### src/vcp_pkg.sv
package vcp_pkg;

  // ----------------------------------------------------------------
  // timing
  // ----------------------------------------------------------------
  localparam int CLK_PERIOD_NS   = 100;
  localparam int EXT_RESET_MIN_NS = 500;
  localparam int LOSS_TIMEOUT_NS = 20000;
  // least time, so round up
  localparam int LOSS_CYCLES_I   = (LOSS_TIMEOUT_NS + CLK_PERIOD_NS - 1) / CLK_PERIOD_NS;
  localparam int LOSS_CNT_W      = 9;
  localparam logic [LOSS_CNT_W-1:0] LOSS_CYCLES = LOSS_CNT_W'(LOSS_CYCLES_I);

  // ----------------------------------------------------------------
  // register map
  // ----------------------------------------------------------------
  localparam logic [7:0] ADDR_PWR_CTRL = 8'h00;
  localparam logic [7:0] ADDR_TX_GAIN  = 8'h01;
  localparam logic [7:0] ADDR_MODE     = 8'h02;
  localparam logic [7:0] ADDR_STATUS   = 8'h03;

  localparam int PWR_BIT_UP      = 0;
  localparam int PWR_BIT_EARSEL  = 1;
  localparam int PWR_BIT_MICROPHONE_MUTE = 6;
  localparam int TXG_BIT_LOWPD   = 7;
  localparam int TXG_BIT_NORMAL  = 3;
  localparam int MODE_BIT_LINEAR = 0;
  localparam int MODE_BIT_ALAW   = 1;

  localparam logic [7:0] PWR_CTRL_RST = 8'h00;
  localparam logic [7:0] TX_GAIN_RST  = 8'h0b;
  localparam logic [1:0] MODE_RST     = 2'h0;

  localparam logic [2:0] PGA_STEP_MAX = 3'h5;

  // ----------------------------------------------------------------
  // pcm word
  // ----------------------------------------------------------------
  localparam int         PCM_W        = 15;
  localparam logic [3:0] LAST_LINEAR  = 4'he;
  localparam logic [3:0] LAST_COMPAND = 4'h7;
  localparam logic [7:0] MULAW_ZERO   = 8'hff;
  localparam logic [7:0] ALAW_ZERO    = 8'hd5;

  typedef enum logic [1:0] {
    PCM_IDLE  = 2'b00,
    PCM_ARMED = 2'b01,
    PCM_SHIFT = 2'b10
  } vcp_pcm_e;

  typedef struct packed {
    logic       wr;
    logic       rd;
    logic [7:0] addr;
    logic [7:0] wdata;
  } vcp_bus_req_s;

  typedef struct packed {
    logic       powered_up;
    logic       diff_amp_en;
    logic       se_amp_en;
    logic       low_power_pd;
    logic       mic_mute;
    logic       amp2_extended;
    logic [2:0] pga_step;
  } vcp_ana_s;

  typedef struct packed {
    logic [7:0]            ctrl;
    logic [7:0]            txg;
    logic [1:0]            mode;
    logic [7:0]            rdata;
    logic                  pwr_up;
    logic                  clk_lost;
    logic                  mclk_prev;
    logic [LOSS_CNT_W-1:0] loss_cnt;
    logic                  bclk_prev;
    vcp_pcm_e              pcm;
    logic [3:0]            bit_cnt;
    logic [PCM_W-1:0]      tx_sh;
    logic [PCM_W-1:0]      rx_sh;
    logic [PCM_W-1:0]      rx_word;
    logic                  rx_valid;
    logic                  out;
    logic                  oe;
    vcp_ana_s              ana;
  } vcp_state_s;

endpackage : vcp_pkg

### src/vcp_sync.sv
`timescale 1ns/1ps
`default_nettype none

module vcp_sync #(
  parameter int W = 1
) (
  input  wire logic         clock,
  input  wire logic         srst,
  input  wire logic [W-1:0] d_async,
  output logic      [W-1:0] q
);

  typedef struct packed {
    logic [W-1:0] s1;
    logic [W-1:0] s2;
  } vcp_sync_s;

  vcp_sync_s st_reg;
  vcp_sync_s st_next;

  // first stage feeds only the second
  always_comb begin
    st_next.s1 = d_async;
    st_next.s2 = st_reg.s1;
    if (srst) begin
      st_next = '0;
    end
  end

  always_ff @(posedge clock) begin
    st_reg <= st_next;
  end

  assign q = st_reg.s2;

endmodule : vcp_sync

`default_nettype wire

### src/vcp_top.sv
// Summary of operation
// - external reset loads every control register with its default.
// - all settings writable while powered down, before power-up.
// - powered up: ear select 1 enables differential amp, 0 single-ended.
// - power bit 0 clear powers down; gain bit 7 picks low-power variant.
// - master clock loss forces power-down and tristates pcm output.
// - power-down during a transmit word waits for the word to finish.
// - gain bit 7 set bypasses clock-loss detection for power-down.
// - linear mode exchanges 15-bit twos-complement words.
// - companded mode exchanges 8-bit mu-law or a-law codes.
// - power bit 6 mutes the transmit path.
// - transmit gain spans 41.5 to 19.5 dB, default 23.5 dB.
// - gain bit 3 clear extended, set normal; low bits pga in 2 dB steps.
// - pcm input sampled on falling bit-clock edge.
// - each pcm output bit launched after rising bit-clock edge.
// - output released after falling edge of the last bit.
// - words go msb first, 8 bits companded, 15 bits linear.
//
// The strobed register port and the placing of the registers are this design's own decisions.
`timescale 1ns/1ps
`default_nettype none

module vcp_top (
  input  wire logic                  clock,
  input  wire logic                  srst,
  input  wire logic                  ext_reset_n,
  input  wire logic                  mclk_pin,
  input  wire logic                  pcm_bit_clock,
  input  wire logic                  pcm_frame_sync,
  input  wire logic                  pcm_serial_in,
  output logic                       pcm_serial_out,
  output logic                       pcm_serial_out_oe,
  input  wire vcp_pkg::vcp_bus_req_s bus_req,
  output logic [7:0]                 bus_rdata,
  input  wire logic [14:0]           tx_sample,
  output logic [14:0]                rx_word,
  output logic                       rx_valid,
  output vcp_pkg::vcp_ana_s          ana
);
  import vcp_pkg::*;

  // ----------------------------------------------------------------
  // pin synchronisers
  // ----------------------------------------------------------------
  logic [4:0] pin_s;
  logic       rst_n_s;
  logic       mclk_s;
  logic       bclk_s;
  logic       fsync_s;
  logic       sin_s;

  vcp_sync #(.W(5)) u_sync (
    .clock   (clock),
    .srst    (srst),
    .d_async ({ext_reset_n, mclk_pin, pcm_bit_clock, pcm_frame_sync, pcm_serial_in}),
    .q       (pin_s)
  );

  assign rst_n_s = pin_s[4];
  assign mclk_s  = pin_s[3];
  assign bclk_s  = pin_s[2];
  assign fsync_s = pin_s[1];
  assign sin_s   = pin_s[0];

  // ----------------------------------------------------------------
  // state
  // ----------------------------------------------------------------
  vcp_state_s st_reg;
  vcp_state_s st_next;

  logic             mclk_edge;
  logic             bclk_rise;
  logic             bclk_fall;
  logic             pd_req;
  logic [3:0]       last_idx;
  logic [PCM_W-1:0] load_word;
  logic [7:0]       zero_code;

  assign mclk_edge = mclk_s ^ st_reg.mclk_prev;
  assign bclk_rise = bclk_s & ~st_reg.bclk_prev;
  assign bclk_fall = ~bclk_s & st_reg.bclk_prev;

  always_comb begin
    st_next          = st_reg;
    st_next.rx_valid = 1'b0;
    st_next.rdata    = 8'h00;

    // ------------------------------------------------------------
    // master clock watchdog, timed by our own clock
    // ------------------------------------------------------------
    st_next.mclk_prev = mclk_s;
    if (mclk_edge) begin
      st_next.loss_cnt = '0;
      st_next.clk_lost = 1'b0;
    end else if (st_reg.loss_cnt != LOSS_CYCLES) begin
      st_next.loss_cnt = st_reg.loss_cnt + 1'b1;
    end else begin
      st_next.clk_lost = 1'b1;
    end

    // ------------------------------------------------------------
    // register port, open in any power state
    // ------------------------------------------------------------
    if (bus_req.wr) begin
      case (bus_req.addr)
        ADDR_PWR_CTRL: st_next.ctrl = bus_req.wdata;
        ADDR_TX_GAIN:  st_next.txg  = bus_req.wdata;
        ADDR_MODE:     st_next.mode = bus_req.wdata[1:0];
        default:       st_next.ctrl = st_reg.ctrl;
      endcase
    end
    if (bus_req.rd) begin
      case (bus_req.addr)
        ADDR_PWR_CTRL: st_next.rdata = st_reg.ctrl;
        ADDR_TX_GAIN:  st_next.rdata = st_reg.txg;
        ADDR_MODE:     st_next.rdata = {6'h00, st_reg.mode};
        ADDR_STATUS:   st_next.rdata = {5'h00, st_reg.oe, st_reg.clk_lost, st_reg.pwr_up};
        default:       st_next.rdata = 8'h00;
      endcase
    end

    // ------------------------------------------------------------
    // power sequencing
    // ------------------------------------------------------------
    // override bit makes the watchdog irrelevant
    pd_req = !st_reg.ctrl[PWR_BIT_UP]
           || (st_reg.clk_lost && !st_reg.txg[TXG_BIT_LOWPD]);
    // a word in flight is never cut short
    if (st_reg.pcm != PCM_SHIFT) begin
      st_next.pwr_up = !pd_req;
    end

    // ------------------------------------------------------------
    // pcm serial port
    // ------------------------------------------------------------
    st_next.bclk_prev = bclk_s;
    last_idx  = st_reg.mode[MODE_BIT_LINEAR] ? LAST_LINEAR : LAST_COMPAND;
    zero_code = st_reg.mode[MODE_BIT_ALAW] ? ALAW_ZERO : MULAW_ZERO;
    if (st_reg.mode[MODE_BIT_LINEAR]) begin
      // twos-complement zero when muted
      load_word = st_reg.ctrl[PWR_BIT_MICROPHONE_MUTE] ? '0 : tx_sample;
    end else begin
      // code left-justified so msb leads
      load_word = {(st_reg.ctrl[PWR_BIT_MICROPHONE_MUTE] ? zero_code : tx_sample[7:0]), 7'h00};
    end

    case (st_reg.pcm)
      PCM_IDLE: begin
        if (bclk_fall && fsync_s && st_reg.pwr_up) begin
          st_next.pcm = PCM_ARMED;
        end
      end
      PCM_ARMED: begin
        if (!st_reg.pwr_up) begin
          st_next.pcm = PCM_IDLE;
        end else if (bclk_rise) begin
          st_next.out     = load_word[PCM_W-1];
          st_next.tx_sh   = {load_word[PCM_W-2:0], 1'b0};
          st_next.oe      = 1'b1;
          st_next.bit_cnt = 4'h0;
          st_next.pcm     = PCM_SHIFT;
        end
      end
      PCM_SHIFT: begin
        if (bclk_rise) begin
          st_next.out   = st_reg.tx_sh[PCM_W-1];
          st_next.tx_sh = {st_reg.tx_sh[PCM_W-2:0], 1'b0};
        end
        if (bclk_fall) begin
          st_next.rx_sh = {st_reg.rx_sh[PCM_W-2:0], sin_s};
          if (st_reg.bit_cnt == last_idx) begin
            st_next.oe       = 1'b0;
            st_next.out      = 1'b0;
            st_next.pcm      = PCM_IDLE;
            st_next.rx_valid = 1'b1;
            st_next.rx_word  = st_reg.mode[MODE_BIT_LINEAR]
                             ? {st_reg.rx_sh[PCM_W-2:0], sin_s}
                             : {7'h00, st_reg.rx_sh[6:0], sin_s};
          end else begin
            st_next.bit_cnt = st_reg.bit_cnt + 4'h1;
          end
        end
      end
      default: begin
        st_next.pcm = PCM_IDLE;
        st_next.oe  = 1'b0;
      end
    endcase

    // ------------------------------------------------------------
    // reset: block reset or synchronised external pin
    // ------------------------------------------------------------
    if (srst || !rst_n_s) begin
      st_next      = '0;
      st_next.ctrl = PWR_CTRL_RST;
      st_next.txg  = TX_GAIN_RST;
      st_next.mode = MODE_RST;
    end

    // ------------------------------------------------------------
    // analog controls, registered from the next state
    // ------------------------------------------------------------
    st_next.ana.powered_up    = st_next.pwr_up;
    st_next.ana.diff_amp_en   = st_next.pwr_up && st_next.ctrl[PWR_BIT_EARSEL];
    st_next.ana.se_amp_en     = st_next.pwr_up && !st_next.ctrl[PWR_BIT_EARSEL];
    st_next.ana.low_power_pd  = !st_next.pwr_up && st_next.txg[TXG_BIT_LOWPD];
    st_next.ana.mic_mute      = st_next.ctrl[PWR_BIT_MICROPHONE_MUTE];
    st_next.ana.amp2_extended = !st_next.txg[TXG_BIT_NORMAL];
    // unlisted codes clamp to the deepest step
    st_next.ana.pga_step      = (st_next.txg[2:0] > PGA_STEP_MAX)
                              ? PGA_STEP_MAX : st_next.txg[2:0];
  end

  always_ff @(posedge clock) begin
    st_reg <= st_next;
  end

  assign pcm_serial_out    = st_reg.out;
  assign pcm_serial_out_oe = st_reg.oe;
  assign bus_rdata         = st_reg.rdata;
  assign rx_word           = st_reg.rx_word;
  assign rx_valid          = st_reg.rx_valid;
  assign ana               = st_reg.ana;
endmodule : vcp_top

`default_nettype wire

### config.mk
export PLATFORM = sky130hd
export DESIGN_NAME = vcp_top
export DESIGN_NICKNAME = d
export VERILOG_FILES = /design/src/vcp_pkg.sv /design/src/vcp_sync.sv /design/src/vcp_top.sv
export SDC_FILE = /design/constraint.sdc
export NUM_CORES = 1
export LEC_CHECK = 0
export ABC_AREA = 1
export ABC_CLOCK_PERIOD_IN_PS = 1600
export BUFFER_PORTS_ARGS = -buffer_cell sky130_fd_sc_hd__buf_2
export CELL_PAD_IN_SITES_DETAIL_PLACEMENT = 1
export CELL_PAD_IN_SITES_GLOBAL_PLACEMENT = 2
export CORE_MARGIN = 2
export CORE_UTILIZATION = 29
export DETAILED_ROUTE_END_ITERATION = 6
export PLACE_DENSITY_LB_ADDON = 0.15
export SETUP_SLACK_MARGIN = 0.5
export SYNTH_ARGS = -nofsm -noshare
export SYNTH_HDL_FRONTEND = slang
export SYNTH_SLANG_ARGS = --single-unit
### constraint.sdc
create_clock -name clock -period 1.6 [get_ports clock]
set_clock_uncertainty 0.2 [all_clocks]
set_input_delay 0.48 -clock clock [delete_from_list [all_inputs] [get_ports clock]]
set_output_delay 0.48 -clock clock [all_outputs]
set_load 0.01 [all_outputs]
==> Word-level counts from Yosys, hierarchy flattened <==
Cells that the tools add are included.
{ "word_totals": {"regBits": 111, "latch_bits": 0, "ramBits": 0, "rom_bits": 0, "inputBits": 40, "out_inout_bits": 35, "wordCells": 122, "mem_count": 0} }
{ "classes": {"add_sub_neg": 2, "multipliers": 0, "n_div": 0, "n_lt_le_gt_ge": 1, "eq_ne": 16, "n_shift": 0, "n_mux": 36, "bitwise": 9, "n_reduce_logical": 31} }
{ "op_table": {"columns": ["operator", "n"], "rows": [
  ["$mux 101", 1],
  ["$mux 15", 4],
  ["$pmux 19 s2", 1],
  ["$mux 33", 1],
  ["$pmux 8 s4", 1],
  ["$mux 31", 1],
  ["$mux 8", 3],
  ["$mux 21", 1],
  ["$mux 19", 1],
  ["$mux 18", 1],
  ["$mux 9", 2],
  ["$mux 17", 1],
  ["$eq 8x2->1 const B", 2],
  ["$ne 2x2->1 const B", 8],
  ["$mux 2", 6],
  ["$mux 6", 2],
  ["$reduce_and 5->1", 2],
  ["$add 9x1->9 const B", 1],
  ["$ne 9x8->1 const B", 1],
  ["$eq 8x1->1 const B", 1],
  ["$logic_not 8->1", 1],
  ["$mux 4", 2],
  ["$reduce_and 2->1", 4],
  ["$reduce_and 4->1", 2],
  ["other kinds (22)", 45]
]} }

==> Depth between registers and ports, before layout <==
Gate-level depths: netlist of the first run.
{ "depth": {"word_depth": 9, "ltp_mapped": 10, "ltp_nobuf": 9} }

==> Modules after synthesis <==
A second synthesis of the first run with hierarchy kept.
{ "unflattened": {"cells_unflattened": 641, "hier_area_um2": 4702.0} }
{ "modules_own_cells": {"columns": ["module", "n_inst", "cells_per_inst", "area_per_inst_um2", "seq_area_each_um2"], "rows": [
  ["vcp_top", 1, 605, 4377.9, 1961.9],
  ["vcp_sync", 1, 36, 324.1, 200.2]
]} }

==> Worst setup path before layout of the first run <==
Ideal clock, no wire load.
{ "synth_path": {"path_type": "input-to-reg", "start": "in bus_req[13] (netlist bit)", "end": "reg st_reg (netlist bit ana[0])", "setup_ns": 0.115, "arrival_time_ns": 1.355, "required_time_ns": 1.285, "path_slack_ns": -0.071, "path_stages": 8, "path_buffers": 0, "cell_sequence": "nor2_1 nand3_1 nor2_4 nand2_4 inv_2 nor2_1 nor2_1 nand2_1"} }
{ "synth_via": {"elab_chain_cells": 5} }
{ "synth_rtl": {"columns": ["element", "line_no", "text"], "rows": [
  ["start, declared", "vcp_top.sv:33", "input wire vcp_pkg::vcp_bus_req_s bus_req,"],
  ["$eq 8x1->1 (*)", "vcp_top.sv:105", "case (bus_req.addr)"],
  ["$mux 8 (*)", "vcp_top.sv:105", null],
  ["$mux 17 (*)", "vcp_top.sv:104", "if (bus_req.wr) begin"],
  ["$mux 101 (*)", "vcp_top.sv:193", "if (srst || !rst_n_s) begin"],
  ["$gt 3x3->1", "vcp_top.sv:210", "st_next.ana.pga_step = (st_next.txg[2:0] > PGA_STEP_MAX)"],
  ["end signal, assigned", "vcp_top.sv:215", "st_reg <= st_next;"],
  ["end, declared", "vcp_top.sv:68", "vcp_state_s st_reg;"]
]} }
Mark *: on every way between the ends. The rest lies on a longest branch, timed or not.
A chain may end at the register's enable or synchronous reset.

==> Worst setup path after layout of the first run <==
{ "layout_path": {"start": "reg st_reg[62] (netlist bit)", "end": "reg st_reg (netlist bit rx_word[13])"} }
{ "layout_via": {"elab_chain_cells": 2} }
{ "layout_rtl": {"columns": ["element", "line_no", "text"], "rows": [
  ["$eq 2x2->1", "vcp_top.sv:147", "case (st_reg.pcm)"],
  ["$reduce_and 3->1 (no source line)", null, null]
]} }
Every way passes these cells.

==> results.toml, run 1 <==
[routing]
drtPass1Iterations = 4
ant_nets = 0
drc = 0
vias_per_cell = 4.53
wire_per_inst_um = 15.0
drt-initial-drc-count = 177
vias = 4504
wl_um = 14900

[floorplan]
fp.dieArea_um2 = 17000
start_util_pct = 29.4
io_pins = 75
core_area_um2 = 15800
die_w_um = 130
fp.dieH_um = 130
row_count = 46

[cts]
cts_tree = "yes"
cts_htree_levels = 3
hold_buffers = 0
cts.clk_slew.worst_paths_ps = 70
clk_latency_ps = 360
clockBufferDepth = 2
clock-sinks = 108
cts_made_buffers = 9
clock-root-buffer = "clkbuf_16"

[grt]
grt_pass1_wl_um = 22800
globalRouteOverflowTotal = 0
antenna_found_initial = 0
first_global_vias = 4621
track_usage_pct = 17.3
grt_max_degree = 19

[synthesis]
ys_types = 35
synthesis.nets = 673
synthFlopType = "dfxtp_1"
netlist_instances = 630
synth_seq_area_share_pct = 46.7
synth_edf_count = 0
synthArstFlopShare_pct = 0
yosys_warnings = 0
synthesis.area_um2 = 4630
ys_ff_latch = 108
avgSynthCellArea_um2 = 7.35

[final_layout]
antennaDiodeCount = 0
layout-drive-gt1-share_pct = 53.2
fill_cells = 1880
largest_reg_flops = 64
multi_input_area_um2 = 2770
seqCellArea_um2 = 2220
layout.nets = 816
postLayoutCellArea_um2 = 7470
synthToLayoutAreaGrowth_pct = 61.2

[pwr]
seqPwrFrac_pct = 53.0
intPower_w = 0.00388
leakage_nw = 3.13
sw_frac_of_total_pct = 23.7
p_clk_share_pct = 41.8
p_comb_share_pct = 5.2
peakVddDrop_uv = 552
powerDensity_nw_per_um2 = 682
p_switching_w = 0.00121

[place]
post_dp_cell_area_um2 = 5600
post-dp-hpwl_um = 10000
portBuffers = 74
gp_congestion = 0.830
dp_slack_ps = -338

[timing]
finalCritPeriodShare_pct = 101
rsz0062_at_grt = "true"
relSlewSlack_pct = 71.5
drv_slew = 0
fin_crit_ps = 1620
setup_viol = 7
fmax_ghz = 0.618
setup_slack_ps = -18.0
whs_ps = 122
worstMarginPinSlew_ps = 428
hold_viol = 0

[job]
max_cap_violations = 0

[outcome]
status = "complete, but fails checks"
violations = "negative setup slack"

[worst_setup_path]
critPathMaxFanout = 7
reg2reg_depth = 10
end_kind = "flip-flop"
arrival_ps = 1720
crit_required_ps = 1700
start_kind = "flip-flop"
critical_path_class = "flip-flop to flip-flop"

[hold_path]
min_path_cells = 3
min_path_type = "primary input to flip-flop"
-- kinds of logic (layout without fill, tap and decap cells) --
group                    count (synthesis)  after routing  synth area share (%)
adder cells (fa/ha/maj)                  3              3                 0.810
XOR/XNOR                                 1              1                 0.189
buffers and inverters                  111            257                  12.2
flip-flops                             108            108                  46.7
AND/OR/NAND/NOR                        303            305                  28.3
AO/OA/AOI/OAI                          104            104                  11.8
-- path summary, 6_finish.rpt --
path,startpoint,to,slack (ps)
worst max-delay path,st_reg[62],rx_word[13],-20
worst min register to register,u_sync.st_reg[9],u_sync.q[4],200
worst min-delay path,pcm_bit_clock,u_sync.st_reg[7],120
worst max register to register,st_reg[62],rx_word[13],-20
-- metrics by stage --
stage,TNS [ps],cells,util [%],total power (W)
after floorplan,-137,630,-,0.00285
after global placement,-13680,929,35.5,0.00295
after CTS,-83.4,974,43.5,0.00515
after detailed placement,-16660,929,35.5,0.00295
final,-55.4,994,47.3,0.00509
after global routing,-2060,994,47.3,0.00529
-- placed cells by master (no fill, tap or decap), types with 24 or more instances in the layout --
cell type and instances:
nand2_2 24, buf_4 66, dfxtp_1 75, inv_1 39, nor2_1 81, o21ai_1 32
buf_2 48, nand2_1 80, buf_6 50, dfxtp_2 28, nor2_4 31
-- what timing repair did --
item                                    CTS  global route
gates resized for setup                 219           106
endpoints found under the setup margin  133           133
buffers inserted                         25            18
hold endpoints to repair                  0             0
gates cloned                              4             2
pin swaps                                50            69
-- critical path: stages, from the launching register on --
cell and delay [ps]:
dfxtp_4 360, inv_4 40, nor2_4 160, buf_12 130, nand2_8 50, nor2_4 130
inv_2 60, nor2_4 150, clkbuf_16 180, nand3_2 50, nand2_1 60
-- power groups by stage --
| stage | Sequential [W] | Clock [W] | Combinational, W |
|---|---|---|---|
| final | 0.00270 | 0.00213 | 0.000263 |
| after global placement | 0.00276 | 0 | 0.000182 |
| after detailed placement | 0.00277 | 0 | 0.000185 |
| after global routing | 0.00270 | 0.00231 | 0.000288 |
| after floorplan | 0.00276 | 0 | 0.0000844 |
| after CTS | 0.00270 | 0.00221 | 0.000241 |
-- synthesized netlist by cell type (all sizes together), types with 3 or more instances --
library cell / count / share of area, %
a31oi: 4 / 0.54
dfxtp: 108 / 47
nor3: 10 / 1.3
or2: 3 / 0.41
nor2: 126 / 11
nand4: 6 / 1.1
clkbuf: 7 / 0.57
inv: 58 / 4.7
buf: 45 / 6.9
a22oi: 4 / 0.65
nand3: 36 / 4.0
o21ai: 59 / 6.4
a21oi: 34 / 3.8
nand2: 119 / 10
ha: 3 / 0.81
-- area by class of cell --
cell class              instances  share of cell area [%]
well taps                     216                    3.62
clock buffers                  10                    3.07
repair buffers                181                    21.9
inverters                      59                    3.74
repair inverters                1                   0.218
multi-input cells             413                    37.1
clock inverters                 6                   0.620
flip-flops and latches        108                    29.7
-- layer usage --
metal | GRT usage [%] | part of all wire (%) | up-vias
li1 | - | - | 2278
met1 | 22.0 | 45 | 2132
met3 | 3.91 | 3.5 | 20
met2 | 29.1 | 50 | 74
met4 | 6.01 | 2.1 | 0
met5 | 0 | 0 | -
Note: power is estimated with default switching activity, not from simulation.
==> inputs of run 2 (changes only) <==
PLACE_DENSITY = 0.79   (was unset)
PLACE_DENSITY_LB_ADDON = unset   (was 0.15)
==> run 2 against run 1 <==
Final area hardly changed. Routed wire length is 0.19% higher. Critical endpoint is now st_reg[58]. Highest routed layer unchanged. Largest power group unchanged. Largest cell class unchanged. Power is 1.7% higher. First-iteration DRC count is 22% lower. Global-route usage increased by 0.50 points. Via count rose by 0.93%. The flow still finishes with violations (negative setup slack). Hold slack got worse by 9.4 ps. Clock power up 4%. Sequential cell count unchanged. Utilization about the same.
==> results.toml, run 2 (synthesis results as in run 1) <==
[outcome]
status = "complete, but fails checks"
violations = "negative setup slack"

[routing]
wire_per_inst_um = 15.1
wl_um = 14900
vias = 4546
vias_per_cell = 4.61
drt-initial-drc-count = 138
ant_nets = 0
drc = 0
drtPass1Iterations = 4

[worst_setup_path]
crit_path_cell_trace = "inv_4 > nor2_4 > buf_6 > buf_4 > o21ai_2 > nand2_1 > inv_2 > nand3_4 > nand2_2 > a21oi_2"
end_kind = "flip-flop"
critical_path_class = "flip-flop to flip-flop"
critPathMaxFanout = 5
arrival_ps = 1730
start_kind = "flip-flop"
worst_path_max_delay_cell = "dfxtp_4"
crit_required_ps = 1690
crit_path_max_incr_delay_ps = 360

[timing]
fmax_ghz = 0.609
finalCritPeriodShare_pct = 103
relSlewSlack_pct = 67.7
setup_viol = 23
worstMarginPinSlew_ps = 484
hold_viol = 0
fin_crit_ps = 1640
drv_slew = 0
rsz0062_at_grt = "true"
setup_slack_ps = -41.6

[grt]
grt_max_degree = 19
first_global_vias = 4851
antenna_found_initial = 0
track_usage_pct = 17.8
grt_pass1_wl_um = 23800
globalRouteOverflowTotal = 0

[pwr]
p_comb_share_pct = 5.2
seqPwrFrac_pct = 52.0
p_switching_w = 0.00124
peakVddDrop_uv = 481
sw_frac_of_total_pct = 24.0
intPower_w = 0.00394
powerDensity_nw_per_um2 = 694
leakage_nw = 3.07
p_clk_share_pct = 42.7

[cts]
cts_htree_levels = 3
clock-root-buffer = "clkbuf_16"
cts_tree = "yes"
cts_made_buffers = 9
cts.clk_slew.worst_paths_ps = 80
clock-sinks = 108
hold_buffers = 0
clockBufferDepth = 2
clk_latency_ps = 360

[floorplan]
core_area_um2 = 15800
fp.dieArea_um2 = 17000
start_util_pct = 29.4
row_count = 46
fp.dieH_um = 130
die_w_um = 130
io_pins = 75

[final_layout]
final_util_pct = 47.3
final_common_cell = "nand2_1"
fill_cells = 1850
antennaDiodeCount = 0
layout-drive-gt1-share_pct = 51.8
synthToLayoutAreaGrowth_pct = 61.0
final_cell_mix = "nand2_1, nor2_1, dfxtp_1, buf_6, buf_4"
largest_reg_flops = 64
layout.nets = 809

[job]
max_cap_violations = 0

[place]
portBuffers = 74
gp_congestion = 0.766
dp_slack_ps = -354
post-dp-hpwl_um = 9440

[hold_path]
min_path_type = "primary input to flip-flop"
-- run 2: cell count changes in the layout (fill, tap and decap cells not counted), moves of 4 or more --
cell     delta
buf_4      -14
o21ai_2     +7
inv_1       +4
buf_2       -5
a21oi_2     -4
o21ai_1    -13
nor2_2      +4
dfxtp_1     -5
nand2_2    -11
a21oi_1     +4
nand2_1    +11
dfxtp_2     +5
buf_6       +9
o21ai_0     +7
-- run 2: power groups by stage --
stage	logic, W	registers (W)	clock network [W]
after floorplan	0.0000844	0.00276	0
after global placement	0.000180	0.00276	0
after detailed placement	0.000186	0.00276	0
after CTS	0.000261	0.00269	0.00224
after global routing	0.000295	0.00270	0.00237
final	0.000270	0.00269	0.00221
-- run 2: routing by layer --
| layer | vias to the layer above | wire (um) | GRT usage (%) | share of wire [%] |
|---|---|---|---|---|
| li1 | 2270 | - | - | - |
| met1 | 2195 | 6350 | 21.3 | 43 |
| met2 | 64 | 7900 | 32.1 | 53 |
| met3 | 17 | 394 | 2.85 | 2.6 |
| met4 | 0 | 259 | 6.82 | 1.7 |
| met5 | - | 0 | 0 | 0 |
-- run 2: worst paths after layout --
check                   startpoint               end  slack [ps]  cells after the start
setup / recovery        st_reg[62]        st_reg[58]         -40                     10
hold / removal       pcm_serial_in  u_sync.st_reg[5]         110                      3
setup reg to reg        st_reg[62]        st_reg[58]         -40                     10
hold reg to reg   u_sync.st_reg[7]       u_sync.q[2]         200                      2
-- run 2: timing repair --
item                                   4_1_cts  5_1_grt
pin swaps                                   71       49
buffers inserted                            37        8
gates resized for setup                    235       74
gates cloned                                 5        1
setup endpoints to repair                  133      133
endpoints found under the hold margin        0        0
-- run 2: stage by stage --
step	setup TNS, ps	std cells	instance area, um^2	hold slack, ps	power (W)
after CTS	-26.4	978	7100	109	0.00519
after detailed placement	-15840	920	5550	201	0.00295
after global placement	-12470	920	5550	194	0.00294
final	-384	987	7460	113	0.00518
after floorplan	-137	630	4880	188	0.00285
after global routing	-2150	987	7460	130	0.00536
-- run 2: critical path, delay by kind of cell (launching register included) --
| family | cells | cell delay [ps] |
|---|---|---|
| and+or+nand+nor | 4 | 460 |
| buffers and inverters | 4 | 370 |
| DFF | 1 | 360 |
| AOI/OAI and AO/OA | 2 | 180 |
-- run 2: cell type report --
cell class / count / area (um^2) / area share (%)
multi-input cells: 414 / 2750 / 36.9
flip-flops and latches: 108 / 2220 / 29.8
repair buffers: 174 / 1670 / 22.4
well taps: 216 / 270 / 3.62
inverters: 59 / 259 / 3.47
clock buffers: 11 / 243 / 3.25
clock inverters: 5 / 42.5 / 0.570
==> inputs of run 3 (changes only) <==
TNS_END_PERCENT = 5   (was unset)
==> run 3 against run 2 <==
The flow still finishes with violations (negative setup slack). Sequential cell count stayed put. Global-route usage is 1.9 points lower. Setup slack got worse by 10 ps. Combinational power shrank 21%. First-iteration DRC count increased by 30%. Count of clock-buffer cells in the layout decreased by 1. Critical path depth decreased by 3. Sequential power barely moved. Die area is the same. Hold slack improved by 16 ps.
==> results.toml, run 3 (synthesis results as in run 1) <==
[timing]
rsz0062_at_grt = "true"
drv_slew = 0
finalCritPeriodShare_pct = 103
hold_viol = 0
setup_viol = 19
setup_slack_ps = -51.5
whs_ps = 129
worstMarginPinSlew_ps = 343
fin_crit_ps = 1650
fin_tns_setup_ps = -230
relSlewSlack_pct = 76.9
fmax_ghz = 0.606

[floorplan]
fp.dieArea_um2 = 17000
io_pins = 75
die_w_um = 130
core_area_um2 = 15800
fp.dieH_um = 130
row_count = 46
start_util_pct = 29.4

[cts]
cts_htree_levels = 3
cts_tree = "yes"
clock-sinks = 108
hold_buffers = 0
clockBufferDepth = 2
cts_made_buffers = 9
cts.clk_slew.worst_paths_ps = 70
clock-root-buffer = "clkbuf_16"
clk_latency_ps = 360

[final_layout]
largest_reg_flops = 64
synthToLayoutAreaGrowth_pct = 42.3
fill_cells = 1944
final_cell_mix = "nor2_1, nand2_1, dfxtp_1, buf_2, buf_4"
antennaDiodeCount = 0
final_common_cell = "nor2_1"
final_util_pct = 41.8
layout-drive-gt1-share_pct = 42.0
layout.nets = 779
final_cells = 957

[worst_setup_path]
cp_common_cell = "nand2_4"
reg2reg_slack_ps = -40
end_kind = "flip-flop"
critPathMaxFanout = 9
arrival_ps = 1690
r2r_start = "st_reg[61]"
worst_path_max_delay_cell = "nor3_4"
startpoint = "bus_req[11]"
reg2reg_depth = 8
crit_path_max_incr_delay_ps = 300
setup.worst_path.end = "st_reg[99]"
crit_cells = 7
start_kind = "primary input"
crit_required_ps = 1640
crit_family = "simple AND/OR/NAND/NOR gates"
crit_path_cell_trace = "buf_6 > nor2_4 > nand2_4 > nor3_4 > nand2_4 > o21ai_0 > nor2_1"
critPathBufInv = 1
timing.rr.end = "st_reg[47]"
critical_path_class = "primary input to flip-flop"

[routing]
drtPass1Iterations = 4
drt-initial-drc-count = 179
vias_per_cell = 4.57
wire_per_inst_um = 14.1
ant_nets = 0
drc = 0
vias = 4375
wl_um = 13500

[pwr]
leakage_nw = 2.78
p_comb_share_pct = 4.0
sw_frac_of_total_pct = 22.8
peakVddDrop_uv = 531
p_switching_w = 0.00120
intPower_w = 0.00407
seqPwrFrac_pct = 51.2
power_w = 0.00527
p_clk_share_pct = 44.8
powerDensity_nw_per_um2 = 799

[grt]
track_usage_pct = 15.9
first_global_vias = 4459
grt_pass1_wl_um = 21400
globalRouteOverflowTotal = 0
grt_max_degree = 20
antenna_found_initial = 0

[place]
place_inst = 927
post-dp-hpwl_um = 9450
gp_congestion = 0.812
portBuffers = 74

[hold_path]
min_path_type = "primary input to flip-flop"

[outcome]
violations = "negative setup slack"
status = "complete, but fails checks"

[job]
max_cap_violations = 0
==> run 3: worst min-delay path by stage <==
stage                       endpoint  slack (ps)             start  cells after the start
finish              u_sync.st_reg[7]         130     pcm_bit_clock                      3
global route        u_sync.st_reg[8]         130          mclk_pin                      3
CTS                 u_sync.st_reg[8]         120          mclk_pin                      3
detailed placement       u_sync.q[4]         200  u_sync.st_reg[9]                      2
global placement         u_sync.q[4]         190  u_sync.st_reg[9]                      2
floorplan                u_sync.q[0]         190  u_sync.st_reg[5]                      2
==> run 3: layout make-up <==
class,count,area [um^2],area share (%)
Inverter,59,244,3.70
Clock buffer,10,239,3.63
Sequential cell,108,2210,33.5
Timing Repair Buffer,147,1180,17.8
Multi-Input combinational cell,411,2380,36.1
Tap cell,216,270,4.10
Clock inverter,6,76.3,1.16
==> run 3: timing repair <==
action / in CTS / in global routing
setup endpoints to repair: 133 / 133
setup buffers: 7 / 5
gates resized for setup: 159 / 60
cloned: 0 / 2
pin swaps: 62 / 68
==> run 3: metal layers <==
layer / global-route usage (%) / wire, um / share of wire (%) / up-vias
li1: - / - / - / 2199
met1: 18.9 / 5880 / 44 / 2099
met2: 29.0 / 6980 / 52 / 60
met3: 2.65 / 410 / 3.0 / 17
met4: 5.57 / 227 / 1.7 / 0
met5: 0 / 0 / 0 / -
==> run 3: power by group through the flow <==
stage | logic [W] | clock network, W | registers [W]
final | 0.000213 | 0.00236 | 0.00270
after global routing | 0.000234 | 0.00253 | 0.00270
after CTS | 0.000208 | 0.00243 | 0.00270
after detailed placement | 0.000173 | 0 | 0.00277
after global placement | 0.000170 | 0 | 0.00277
after floorplan | 0.0000731 | 0 | 0.00277
==> run 3: worst reg2reg max path, stage by stage, from the launching register on <==
cell,delay (ps)
dfxtp_4,380
inv_2,50
nor2_2,140
nand2_2,70
buf_4,140
a21oi_4,210
buf_12,160
o21ai_0,80
a31oi_1,150
==> run 3: through the flow <==
| stage | cell area, um^2 | setup WS (ps) |
|---|---|---|
| finish | 6590 | -51.5 |
| global route | 6590 | -147 |
| CTS | 6330 | -24.9 |
| detailed placement | 5440 | -369 |
| global placement | 5440 | -340 |
| floorplan | 4680 | -26.4 |
